## src/design/cfe_pkg.sv

```systemverilog
// shared constants and types of the fetch/execute core
package cfe_pkg;

   localparam int          CFE_RF_ENTRIES = 32;
   localparam int          CFE_RF_AW      = 5;
   localparam int          CFE_PW         = 16;
   localparam int          CFE_DW         = 8;
   localparam logic [7:0]  CFE_IO_BASE    = 8'h20;
   localparam logic [15:0] CFE_PC_RESET   = 16'h0000;
   localparam logic [7:0]  CFE_SREG_RESET = 8'h00;

   // status bit positions
   localparam int CFE_F_T = 6;
   localparam int CFE_F_H = 5;
   localparam int CFE_F_S = 4;
   localparam int CFE_F_V = 3;
   localparam int CFE_F_N = 2;
   localparam int CFE_F_Z = 1;
   localparam int CFE_F_C = 0;

   // pointer pair low-byte indices
   localparam logic [4:0] CFE_PTR_X = 5'h1a;
   localparam logic [4:0] CFE_PTR_Y = 5'h1c;
   localparam logic [4:0] CFE_PTR_Z = 5'h1e;

   typedef enum logic [3:0] {
      CFE_ALU_ADD = 4'h0,
      CFE_ALU_ADC = 4'h1,
      CFE_ALU_SUB = 4'h2,
      CFE_ALU_SBC = 4'h3,
      CFE_ALU_AND = 4'h4,
      CFE_ALU_OR  = 4'h5,
      CFE_ALU_EOR = 4'h6,
      CFE_ALU_MOV = 4'h7
   } cfe_alu_op_t;

   typedef enum logic [3:0] {
      CFE_ST_RUN  = 4'b0001,
      CFE_ST_LOAD = 4'b0010,
      CFE_ST_BIT  = 4'b0100,
      CFE_ST_LPM  = 4'b1000
   } cfe_state_t;

endpackage : cfe_pkg

```

## src/design/cfe_alu.sv

```systemverilog
// arithmetic and logic unit with status flag generation
`timescale 1ns/1ps
module cfe_alu
   import cfe_pkg::*;
(
   input  wire cfe_alu_op_t op_in,
   input  wire logic [7:0]  a_in,
   input  wire logic [7:0]  b_in,
   input  wire logic [7:0]  sreg_in,
   output logic      [7:0]  res_out,
   output logic      [7:0]  sreg_out
);

   logic [8:0] sum;
   logic [7:0] r;
   logic       cin;

   always_comb
   begin
      sum      = 9'h000;
      r        = 8'h00;
      cin      = sreg_in[CFE_F_C];
      sreg_out = sreg_in;
      unique case (op_in)
         CFE_ALU_ADD, CFE_ALU_ADC:
         begin
            sum = {1'b0, a_in} + {1'b0, b_in} + {8'h00, (op_in == CFE_ALU_ADC) & cin};
            r   = sum[7:0];
            sreg_out[CFE_F_C] = sum[8];
            sreg_out[CFE_F_H] = (a_in[3] & b_in[3]) | (b_in[3] & ~r[3]) | (~r[3] & a_in[3]);
            sreg_out[CFE_F_V] = (a_in[7] & b_in[7] & ~r[7]) | (~a_in[7] & ~b_in[7] & r[7]);
         end
         CFE_ALU_SUB, CFE_ALU_SBC:
         begin
            sum = {1'b0, a_in} - {1'b0, b_in} - {8'h00, (op_in == CFE_ALU_SBC) & cin};
            r   = sum[7:0];
            sreg_out[CFE_F_C] = (~a_in[7] & b_in[7]) | (b_in[7] & r[7]) | (r[7] & ~a_in[7]);
            sreg_out[CFE_F_H] = (~a_in[3] & b_in[3]) | (b_in[3] & r[3]) | (r[3] & ~a_in[3]);
            sreg_out[CFE_F_V] = (a_in[7] & ~b_in[7] & ~r[7]) | (~a_in[7] & b_in[7] & r[7]);
         end
         CFE_ALU_AND: r = a_in & b_in;
         CFE_ALU_OR:  r = a_in | b_in;
         CFE_ALU_EOR: r = a_in ^ b_in;
         CFE_ALU_MOV: r = b_in;
      endcase
      if (op_in inside {CFE_ALU_AND, CFE_ALU_OR, CFE_ALU_EOR})
         sreg_out[CFE_F_V] = 1'b0;
      if (op_in != CFE_ALU_MOV)
      begin
         // borrow chain keeps zero only if it was already zero
         sreg_out[CFE_F_Z] = (r == 8'h00) & ((op_in != CFE_ALU_SBC) | sreg_in[CFE_F_Z]);
         sreg_out[CFE_F_N] = r[7];
         sreg_out[CFE_F_S] = r[7] ^ sreg_out[CFE_F_V];
      end
      res_out = r;
   end

endmodule : cfe_alu

```

## src/design/cfe_core.sv

```systemverilog
// fetch/execute core: pipeline, register file, pointer and memory buses
`timescale 1ns/1ps

// Notes on behaviour
// - program fetch and data access use separate buses working independently
// - single-level pipeline: one fetch stage overlaps one execute stage
// - next word is fetched while current executes, single-word register ops complete one per clock
// - thirty-two 8-bit working registers, each reachable within one clock
// - two operands read, computed and written back in one clock
// - three register pairs act as 16-bit indirect data pointers
// - the last pointer pair also addresses table reads from program memory
// - short port and port-bit instructions never reach the extended I/O region
// - status flags updated after every arithmetic or logic operation
// - fetch handles both one-word and two-word instructions
module cfe_core
   import cfe_pkg::*;
#(
   parameter int RS_DEPTH = 4
)
(
   input  wire logic        clk_in,
   input  wire logic        rst_in,
   output logic      [15:0] pm_addr_out,
   input  wire logic [15:0] pm_data_in,
   output logic      [15:0] dm_addr_out,
   output logic      [7:0]  dm_wdata_out,
   output logic             dm_we_out,
   output logic             dm_re_out,
   input  wire logic [7:0]  dm_rdata_in,
   output logic      [7:0]  sreg_out
);

   localparam int RSW = $clog2(RS_DEPTH);

   typedef struct packed {
      logic [CFE_RF_ENTRIES-1:0][7:0] rf;
      logic [15:0]                    pc;
      logic [15:0]                    ir;
      logic                           ir_v;
      logic [7:0]                     sreg;
      cfe_state_t                     st;
      logic [4:0]                     rd;
      logic [2:0]                     bsel;
      logic [1:0]                     bop;
      logic [15:0]                    lpm_a;
      logic [15:0]                    dm_addr;
      logic [7:0]                     dm_wdata;
      logic                           dm_we;
      logic                           dm_re;
      logic [RS_DEPTH-1:0][15:0]      rstk;
      logic [RSW-1:0]                 rsp;
   } cfe_core_state_t;

   cfe_core_state_t s_q, s_d;

   cfe_alu_op_t alu_op;
   logic [7:0]  alu_a, alu_b, alu_res, alu_sreg;
   logic [15:0] ir;
   logic [4:0]  rd_r, rd_i, rr_r;
   logic [7:0]  kimm, iobit;

   function automatic logic [15:0] ptr_val(input logic [CFE_RF_ENTRIES-1:0][7:0] rf, input logic [4:0] lo);
      ptr_val = {rf[lo + 5'h01], rf[lo]};
   endfunction : ptr_val

   function automatic logic [15:0] io_addr(input logic [5:0] a);
      io_addr = {8'h00, CFE_IO_BASE + {2'b00, a}};
   endfunction : io_addr

   assign ir   = s_q.ir;
   assign rd_r = ir[8:4];
   assign rr_r = {ir[9], ir[3:0]};
   assign rd_i = {1'b1, ir[7:4]};
   assign kimm = {ir[11:8], ir[3:0]};

   // one ALU serves add/sub/logic ops from two register-file read ports, or from one register and an immediate
   cfe_alu u_alu (
      .op_in    (alu_op),
      .a_in     (alu_a),
      .b_in     (alu_b),
      .sreg_in  (s_q.sreg),
      .res_out  (alu_res),
      .sreg_out (alu_sreg)
   );

   always_comb
   begin
      s_d      = s_q;
      alu_op   = CFE_ALU_MOV;
      alu_a    = s_q.rf[rd_r];
      alu_b    = s_q.rf[rr_r];
      iobit    = 8'h00;
      s_d.dm_we = 1'b0;
      s_d.dm_re = 1'b0;
      unique case (s_q.st)
         CFE_ST_RUN:
         begin
            // prefetch runs every cycle in this state
            s_d.ir   = pm_data_in;
            s_d.ir_v = 1'b1;
            s_d.pc   = s_q.pc + 16'h0001;
            if (s_q.ir_v)
            begin
               casez (ir)
                  16'b000?11??_????_????, 16'b0001_10??_????_????, 16'b0000_10??_????_????,
                  16'b0001_01??_????_????, 16'b0010_????_????_????:
                  begin
                     unique casez (ir[13:10])
                        4'b0011: alu_op = CFE_ALU_ADD;
                        4'b0111: alu_op = CFE_ALU_ADC;
                        4'b0110, 4'b0101: alu_op = CFE_ALU_SUB;
                        4'b0010: alu_op = CFE_ALU_SBC;
                        4'b1000: alu_op = CFE_ALU_AND;
                        4'b1001: alu_op = CFE_ALU_EOR;
                        4'b1010: alu_op = CFE_ALU_OR;
                        default: alu_op = CFE_ALU_MOV;
                     endcase
                     if (ir[13:10] != 4'b0101)
                        s_d.rf[rd_r] = alu_res;
                     s_d.sreg = alu_sreg;
                  end
                  16'b0011_????_????_????, 16'b0101_????_????_????, 16'b0111_????_????_????,
                  16'b0110_????_????_????, 16'b1110_????_????_????:
                  begin
                     alu_a = s_q.rf[rd_i];
                     alu_b = kimm;
                     unique case (ir[15:12])
                        4'h3, 4'h5: alu_op = CFE_ALU_SUB;
                        4'h7: alu_op = CFE_ALU_AND;
                        4'h6: alu_op = CFE_ALU_OR;
                        default: alu_op = CFE_ALU_MOV;
                     endcase
                     if (ir[15:12] != 4'h3)
                        s_d.rf[rd_i] = alu_res;
                     s_d.sreg = alu_sreg;
                  end
                  16'b1100_????_????_????, 16'b1101_????_????_????:
                  begin
                     if (ir[12])
                     begin
                        s_d.rstk[s_q.rsp] = s_q.pc;
                        s_d.rsp = s_q.rsp + 1'b1;
                     end
                     s_d.pc   = s_q.pc + {{4{ir[11]}}, ir[11:0]};
                     s_d.ir_v = 1'b0;
                  end
                  16'b1111_0???_????_????:
                     if (s_q.sreg[ir[2:0]] != ir[10])
                     begin
                        s_d.pc   = s_q.pc + {{9{ir[9]}}, ir[9:3]};
                        s_d.ir_v = 1'b0;
                     end
                  16'h9508:
                  begin
                     s_d.rsp  = s_q.rsp - 1'b1;
                     s_d.pc   = s_q.rstk[s_q.rsp - 1'b1];
                     s_d.ir_v = 1'b0;
                  end
                  16'b1001_010?_????11??:
                  begin
                     // second word is on the fetch bus this cycle
                     if (ir[1])
                     begin
                        s_d.rstk[s_q.rsp] = s_q.pc + 16'h0001;
                        s_d.rsp = s_q.rsp + 1'b1;
                     end
                     s_d.pc   = pm_data_in;
                     s_d.ir_v = 1'b0;
                  end
                  16'b1001_00??_????0000:
                  begin
                     s_d.ir_v    = 1'b0;
                     s_d.dm_addr = pm_data_in;
                     s_d.rd      = rd_r;
                     if (ir[9])
                     begin
                        s_d.dm_wdata = s_q.rf[rd_r];
                        s_d.dm_we    = 1'b1;
                     end
                     else
                     begin
                        s_d.dm_re = 1'b1;
                        s_d.st    = CFE_ST_LOAD;
                     end
                  end
                  16'b1001_00??_????1100, 16'b1000_00??_????1000, 16'b1000_00??_????0000:
                  begin
                     s_d.dm_addr = ptr_val(s_q.rf, ir[12] ? CFE_PTR_X :
                                           (ir[3] ? CFE_PTR_Y : CFE_PTR_Z));
                     s_d.rd      = rd_r;
                     if (ir[9])
                     begin
                        s_d.dm_wdata = s_q.rf[rd_r];
                        s_d.dm_we    = 1'b1;
                     end
                     else
                     begin
                        s_d.dm_re = 1'b1;
                        s_d.st    = CFE_ST_LOAD;
                     end
                  end
                  16'b1001_000?_????0100:
                  begin
                     s_d.lpm_a = ptr_val(s_q.rf, CFE_PTR_Z);
                     s_d.rd    = rd_r;
                     s_d.st    = CFE_ST_LPM;
                  end
                  16'b1011_????_????_????:
                  begin
                     s_d.dm_addr = io_addr({ir[10:9], ir[3:0]});
                     s_d.rd      = rd_r;
                     if (ir[11])
                     begin
                        s_d.dm_wdata = s_q.rf[rd_r];
                        s_d.dm_we    = 1'b1;
                     end
                     else
                     begin
                        s_d.dm_re = 1'b1;
                        s_d.st    = CFE_ST_LOAD;
                     end
                  end
                  16'b1001_10??_????_????:
                  begin
                     s_d.dm_addr = io_addr({1'b0, ir[7:3]});
                     s_d.bsel    = ir[2:0];
                     s_d.bop     = ir[9:8];
                     s_d.dm_re   = 1'b1;
                     s_d.st      = CFE_ST_BIT;
                  end
                  default: ;
               endcase
            end
         end
         CFE_ST_LOAD:
         begin
            s_d.rf[s_q.rd] = dm_rdata_in;
            s_d.st         = CFE_ST_RUN;
         end
         CFE_ST_BIT:
         begin
            iobit = 8'h01 << s_q.bsel;
            s_d.st = CFE_ST_RUN;
            unique case (s_q.bop)
               2'b00, 2'b10:
               begin
                  // port_bit_clear_op / port_bit_set_op: write back the modified byte
                  s_d.dm_wdata = s_q.bop[1] ? (dm_rdata_in | iobit) : (dm_rdata_in & ~iobit);
                  s_d.dm_we    = 1'b1;
               end
               default:
                  // skip_if_port_bit_clear_op / skip_if_port_bit_set_op
                  if (((dm_rdata_in & iobit) != 8'h00) == s_q.bop[1])
                     s_d.ir_v = 1'b0;
            endcase
         end
         CFE_ST_LPM:
         begin
            s_d.rf[s_q.rd] = s_q.lpm_a[0] ? pm_data_in[15:8] : pm_data_in[7:0];
            s_d.st         = CFE_ST_RUN;
         end
      endcase
   end

   always_ff @(posedge clk_in)
   begin
      if (rst_in)
      begin
         s_q      <= '0;
         s_q.pc   <= CFE_PC_RESET;
         s_q.sreg <= CFE_SREG_RESET;
         s_q.st   <= CFE_ST_RUN;
      end
      else
         s_q <= s_d;
   end

   // fetch bus and data bus driven independently
   // table pointer is a byte address: word = pointer / 2
   assign pm_addr_out  = (s_q.st == CFE_ST_LPM) ? {1'b0, s_q.lpm_a[15:1]} : s_q.pc;
   assign dm_addr_out  = s_q.dm_addr;
   assign dm_wdata_out = s_q.dm_wdata;
   assign dm_we_out    = s_q.dm_we;
   assign dm_re_out    = s_q.dm_re;
   assign sreg_out     = s_q.sreg;

endmodule : cfe_core

```

## config.mk

```make
export PLATFORM = sky130hd
export DESIGN_NAME = cfe_core
export DESIGN_NICKNAME = d
export VERILOG_FILES = /design/src/design/cfe_pkg.sv /design/src/design/cfe_alu.sv /design/src/design/cfe_core.sv
export SDC_FILE = /design/constraint.sdc
export NUM_CORES = 2
export LEC_CHECK = 0
export BUFFER_PORTS_ARGS = -buffer_cell sky130_fd_sc_hd__clkbuf_2
export CAP_MARGIN = 25
export CORE_ASPECT_RATIO = 1.25
export CORE_MARGIN = 5
export CORE_UTILIZATION = 50
export CTS_CLUSTER_DIAMETER = 200
export DETAILED_ROUTE_END_ITERATION = 8
export PLACE_DENSITY_LB_ADDON = 0.15
export SKIP_CTS_REPAIR_TIMING = 1
export SLEW_MARGIN = 20
export SYNTH_ARGS = -nofsm -noshare
export SYNTH_HDL_FRONTEND = slang
export SYNTH_SLANG_ARGS = --single-unit
```

## constraint.sdc

```tcl
create_clock -name clk_in -period 6.8 [get_ports clk_in]
set_input_delay 0 -clock clk_in [delete_from_list [all_inputs] [get_ports clk_in]]
set_output_delay 0 -clock clk_in [all_outputs]
set_load 0.02 [all_outputs]
```

# Word level (Yosys, flattened, before mapping)
# Memory sizes are Yosys's and may differ from the RTL's. A register that Yosys moved wholly into a read port is not among the register bits.
# Index checks and enable logic that the tools add are counted.
[classes]
n_addsub = 12
order_cmp = 13
n_eq_ne = 55
shift = 1
mux = 86
n_bitwise = 44
n_reduce_logical = 42
[ops]
columns = ["op", "n"]
rows = [
  ["$bwmux W256", 4],
  ["$pmux W256 S3", 1],
  ["$mux W256", 2],
  ["$pmux W256 S2", 1],
  ["$mux W272", 1],
  ["$bmux W8 S5", 4],
  ["$mux W66", 2],
  ["$mux W131", 1],
  ["$bwmux W64", 2],
  ["$mux W8", 16],
  ["$pmux W16 S4", 2],
  ["$pmux W64 S2", 1],
  ["$demux W8 S5", 2],
  ["$mux W16", 5],
  ["$pmux W8 S6", 1],
  ["$eq A10 B10 Y1 const B", 4],
  ["$lt A5 B6 Y1 const B", 6],
  ["$pmux W9 S2", 2],
  ["$add A16 B16 Y16", 2],
  ["$bmux W16 S2", 1],
  ["$bmux W8 S4", 1],
  ["$demux W16 S2", 1],
  ["$demux W8 S4", 1],
  ["$eq A4 B3 Y1 const B", 8],
  ["77 further kinds", 182],
]
[totals]
register_bits = 417
romBits = 48
input_bits = 26
output_inout_bits = 50
elab_cells = 306
n_memories = 1
[mem_list]
columns = ["name", "depth", "word_bits", "rd", "rd_ports_with_merged_regs", "write_ports", "line_no", "rtl"]
rows = [
  ["(no name shown)", 16, 3, 1, 1, 0, "cfe_core.sv:108", "unique casez (ir[13:10])"],
]

# Logic depth before layout (Yosys ltp)
[logic_depth]
ltp_word = 19
mapped_depth = 23
depth_no_buf = 18

# Hierarchy
# Synthesis repeated with hierarchy kept, for this count alone.
[hier_totals]
cells_unflattened = 3104
hier_area_um2 = 28040.6
[modules_own_cells]
columns = ["module", "instances", "cells_each", "area_each_um2", "seq_area_each_um2"]
rows = [
  ["cfe_core", 1, 2880, 26420.3, 8448.1],
  ["cfe_alu", 1, 224, 1620.3, 0.0],
]

# Least setup slack after synthesis
# No wires, ideal clock.
[synth_timing]
path_kind = "reg-to-reg"
startpoint = "reg s_q, in the netlist ir[4]"
endpoint = "reg s_q[249] in the netlist's numbering"
t_arrival_ps = 5436
t_required_ps = 6731
slack_ps = 1295
stages_incl_launch_ff = 24
synth_period_minus_slack_ps = 5505
path_cell_list = "dfxtp_1 buf_2 buf_2 buf_2 buf_2 mux4_2 mux4_2 mux2i_1 nand2_1 o21ai_0 inv_1 fa_1 fa_1 inv_1 o21ai_0 a21oi_1 o21bai_1 a21oi_1 xnor2_1 nor2_1 nor3_1 buf_2 a222oi_1 o21ai_1"
[synth_between]
elab_chain_cells = 13
word_cells_on_any_way = 27
[synth_rtl]
columns = ["item", "line_no", "rtl"]
rows = [
  ["start: declaration", "cfe_core.sv:54", "cfe_core_state_t s_q, s_d;"],
  ["$bmux W8 S5 or $bmux W8 S4 (tied branches)", "cfe_core.sv:90, cfe_core.sv:125", ""],
  ["$mux W8 (on tied branches)", "cfe_core.sv:90, cfe_core.sv:125", ""],
  ["$mux W8", "cfe_core.sv:104", "casez (ir)"],
  ["$mux W8", "cfe_core.sv:102", "if (s_q.ir_v)"],
  ["$mux W8", "cfe_core.sv:95", "unique case (s_q.st)"],
  ["$add A8 B8 Y9 or $sub A8 B8 Y8 (tied branches)", "cfe_alu.sv:27, cfe_alu.sv:35", ""],
  ["$add A9 B1 Y9 or $sub A8 B1 Y8 (tied branches)", "cfe_alu.sv:27, cfe_alu.sv:35", ""],
  ["$pmux W8 S6", "cfe_alu.sv:24", "unique case (op_in)"],
  ["$bwmux W256 (on tied branches)", "cfe_core.sv:134, cfe_core.sv:119", ""],
  ["$mux W256 (on tied branches)", "cfe_core.sv:133, cfe_core.sv:118", ""],
  ["$pmux W256 S2 (*)", "cfe_core.sv:104", ""],
  ["$mux W272 (*)", "cfe_core.sv:102", ""],
  ["$pmux W256 S3 (*)", "cfe_core.sv:95", ""],
]
# Every way passes the cells marked *; elsewhere a longest branch is shown, timed or not. The select of a mux whose other input is x is not followed.
# A chain may end at the register's enable or synchronous reset.

# Worst setup path in the final report
[layout_timing]
startpoint = "reg s_q, in the netlist ir[0]"
endpoint = "reg s_q[225] in the netlist's numbering"
[layout_between]
elab_chain_cells = 13
word_cells_on_any_way = 20
[layout_rtl]
columns = ["item", "line_no", "rtl"]
rows = [
  ["$bmux W8 S5", "cfe_core.sv:91", "alu_b = s_q.rf[rr_r];"],
  ["$mux W8 (not written as such)", "cfe_core.sv:91", ""],
  ["$mux W8", "cfe_core.sv:104", ""],
  ["$mux W8", "cfe_core.sv:102", ""],
  ["$mux W8 (*)", "cfe_core.sv:95", ""],
  ["$add A8 B8 Y9 or $sub A8 B8 Y8 (tied branches)", "cfe_alu.sv:27, cfe_alu.sv:35", ""],
  ["$add A9 B1 Y9 or $sub A8 B1 Y8 (tied branches)", "cfe_alu.sv:27, cfe_alu.sv:35", ""],
  ["$pmux W8 S6 (*)", "cfe_alu.sv:24", ""],
  ["$bwmux W256 (on tied branches)", "cfe_core.sv:134, cfe_core.sv:119", ""],
  ["$mux W256 (on tied branches)", "cfe_core.sv:133, cfe_core.sv:118", ""],
  ["$pmux W256 S2 (*)", "cfe_core.sv:104", ""],
  ["$mux W272 (*)", "cfe_core.sv:102", ""],
  ["$pmux W256 S3 (*)", "cfe_core.sv:95", ""],
]
# Marked as above.

==> metrics <==
outcome finished with violations; failing checks design-rule violations; Clock Path Buffers 3; Layout area overhead 9.18%; worst flop-to-flop path startpoint ir[0]; final instance area 0.0303 mm^2; Post-DP HPWL 82,800 um; commonest cells in the netlist nor2_1, dfxtp_1, nand2_1; shortest period the worst path allows approximately 6 ns; final hold violations 0; register area share after synthesis 30.3%; TritonRoute pass-1 iters 9; Routed WL around 120,000 um; post-synthesis compound-gate area fraction 25.6%; first-pass GRT wire length 174,000 um; Yosys top cell area share 30.3%; clock power share 42.4%; Post-Syn Area per Cell 8.54 um^2; Post-Synth Simple-Gate Area 16.3%; Post-Synth XOR/XNOR Area around 1.9%; FF+latch count, synth 420; vias in the first global route 26,900; H-tree levels 2; post-synthesis adder-cell area fraction 3.39%; reg2reg path depth 19; Hold/Removal Path Class in2reg; number of fill cells in the layout 5,076; Root Driver clkbuf_16; Max IR drop VDD 0.198 mV; combinational share of power 16.8%; fin. max-slew vios 0; cell count after synthesis 3,250; TritonCTS Sinks between 400 and 500; Worst R2R End s_q[225]; GP Congestion 1.01; number of I/O port buffers 73; layout cell share with drive strength beyond 1 between 10% and 20%; count of cell types in the netlist 78; Initial Util 50.5%; antenna-violating nets left 0; core outline area 0.0549 mm^2; CP Data Required Time 7.32 ns; most frequent cell after synthesis nor2_1; total global-route track usage 38.1%; Pwr Total 6.39 mW; mux cell area share after synthesis 16.6%; routed length per instance 30.3 um; CTS tree built; crit end category flip-flop; max_slew headroom around 28%; die area around 0.060 mm^2; final setup TNS 0 ns; Arr. time, crit path 6.50 ns; Max FO, Critical Path 40; R2R Setup Slk just over 0.8 ns; Skew-Pair Late Insertion Delay 0.62 ns; Cell Area, Synth 0.0277 mm^2; Ant. Diodes 0; EDFF count, synth 0; routed vias/inst between 7 and 8; post-synth top area cell dfxtp_1; DP Cell Count 3,828; register area about 0.0084 mm^2; largest net degree at the start of global routing 97; initial antenna violation count 2; Int Power between 4 and 5 mW; Nets 3,266; height of the chip roughly 270 um; fin cells ~3,900; share of power burned in registers 40.8%; starting DRC count in detailed routing 4,488; dpl ws about 0.99 ns; DIE WIDTH 221 um; Placed Area between 0.02 and 0.03 mm^2; drt drc 6; Worst-Margin Slew 1.07 ns; Pleak 10.2 nW; Top FF cell, synth dfxtp_1; Max Clk Rate 167 MHz; vias 28,600; Congestion Overflow GR 0; cts bufs inserted 46; Switch Pwr 1.97 mW; Period Utilization, post-route between 80% and 90%; CP startpoint kind flip-flop; sw frac 30.9%; Async S/R FF share, synth 0%; Synth area leaders dfxtp_1, mux4_2, nor2_1; # rows 96; largest family of logic cells by synthesized area compound AO/OA/AOI/OAI gates; Synthesis Warnings 0; area of the multi-input gates 0.0178 mm^2; I/O pin total 76; Hold Path Stages 4; Hold EP ir[0]; Final Skew 0.0221 ns; RSZ-0062 raised after global routing false; hold wc startpoint pm_data_in[0]; Power Density 211 mW/mm^2; final setup vio count 0; clk slew on worst S/H paths roughly 0.060 ns; final worst setup slack 0.823 ns; WS Path Type reg2reg; Max Cap Violations 0
## layer usage
layer | global-route usage (%) | vias up | wire length, um
li1 | - | 12100 | -
met1 | 44.3 | 13700 | 40300
met2 | 61.2 | 2110 | 54500
met3 | 8.15 | 618 | 12800
met4 | 28.6 | 4 | 11700
met5 | 0 | - | 24
## metrics by stage
step	util [%]	hold WS (ns)
3_5_place_dp	51.8	0.313
5_1_grt	55.2	0.269
6_report	55.2	0.244
2_1_floorplan	-	0.136
3_3_place_gp	51.8	0.305
4_1_cts	54.7	-0.327
## final cells by class
| type | count | area share [%] |
|---|---|---|
| Inverter | 51 | 0.632 |
| Timing Repair Buffer | 191 | 4.54 |
| Clock buffer | 64 | 4.36 |
| Sequential cell | 420 | 27.8 |
| Multi-Input combinational cell | 2459 | 58.8 |
| Clock inverter | 17 | 0.855 |
| Tap cell | 735 | 3.04 |
## worst max path at each step
stage / startpoint / to / slack [ns] / cells after the start
2_1_floorplan: ir[4] / s_q[249] / 1.30 / 23
3_3_place_gp: ir[0] / s_q[241] / 1.0 / 19
3_5_place_dp: ir[0] / s_q[225] / 0.99 / 19
4_1_cts: ir[0] / s_q[225] / 0.92 / 19
5_1_grt: ir[0] / s_q[218] / 0.56 / 19
6_report: ir[0] / s_q[225] / 0.82 / 19
## kinds of logic (layout without fill, tap and decap cells)
| kind of cell | count (synthesis) | after routing |
|---|---|---|
| compound gates | 1054 | 1054 |
| xor+xnor | 59 | 59 |
| fa+ha+maj | 71 | 71 |
| buf+inv | 372 | 323 |
| flops | 420 | 420 |
| mux | 241 | 241 |
| other cells | 1 | 2 |
| simple gates | 1032 | 1032 |
## worst max-delay path, cell delays in order, from the launching register on
cell,delay [ns]
dfxtp_4,0.92
mux4_2,0.60
mux4_2,0.50
mux2i_1,0.31
nor2_1,0.10
a21oi_2,0.22
inv_1,0.14
fa_1,0.49
fa_1,0.49
nand2b_1,0.13
a21oi_1,0.11
o21bai_1,0.14
a21oi_1,0.09
xor2_1,0.15
o211ai_1,0.18
a32oi_1,0.16
nor3_2,0.19
buf_4,0.48
a222oi_1,0.22
o21ai_0,0.19
## power groups by stage
| stage | registers, mW | clock network (mW) | logic (mW) |
|---|---|---|---|
| after global routing | 2.61 | 2.82 | 1.13 |
| after CTS | 2.61 | 2.72 | 1.03 |
| after global placement | 2.66 | 0 | 1.02 |
| after floorplan | 2.57 | 0 | 0.759 |
| final | 2.61 | 2.71 | 1.08 |
| after detailed placement | 2.66 | 0 | 1.03 |
## placed cells by master (no fill, tap or decap), drive strengths merged, types with 14 or more instances in the layout
master / instances
nand3: 36
nor3: 96
and2: 30
nand2b: 14
o22ai: 40
clkbuf: 136
nor2b: 42
a21oi: 220
inv: 52
xor2: 24
a221oi: 20
mux4: 174
dlygate4sd3: 27
a32oi: 20
ha: 64
dfxtp: 420
o21ai: 288
and3: 14
a222oi: 144
a22oi: 111
o21a: 22
mux2i: 55
nor2: 432
a211oi: 88
xnor2: 35
buf: 92
a21o: 15
nand2: 312
No activity file was read; power rests on OpenSTA's default activity.
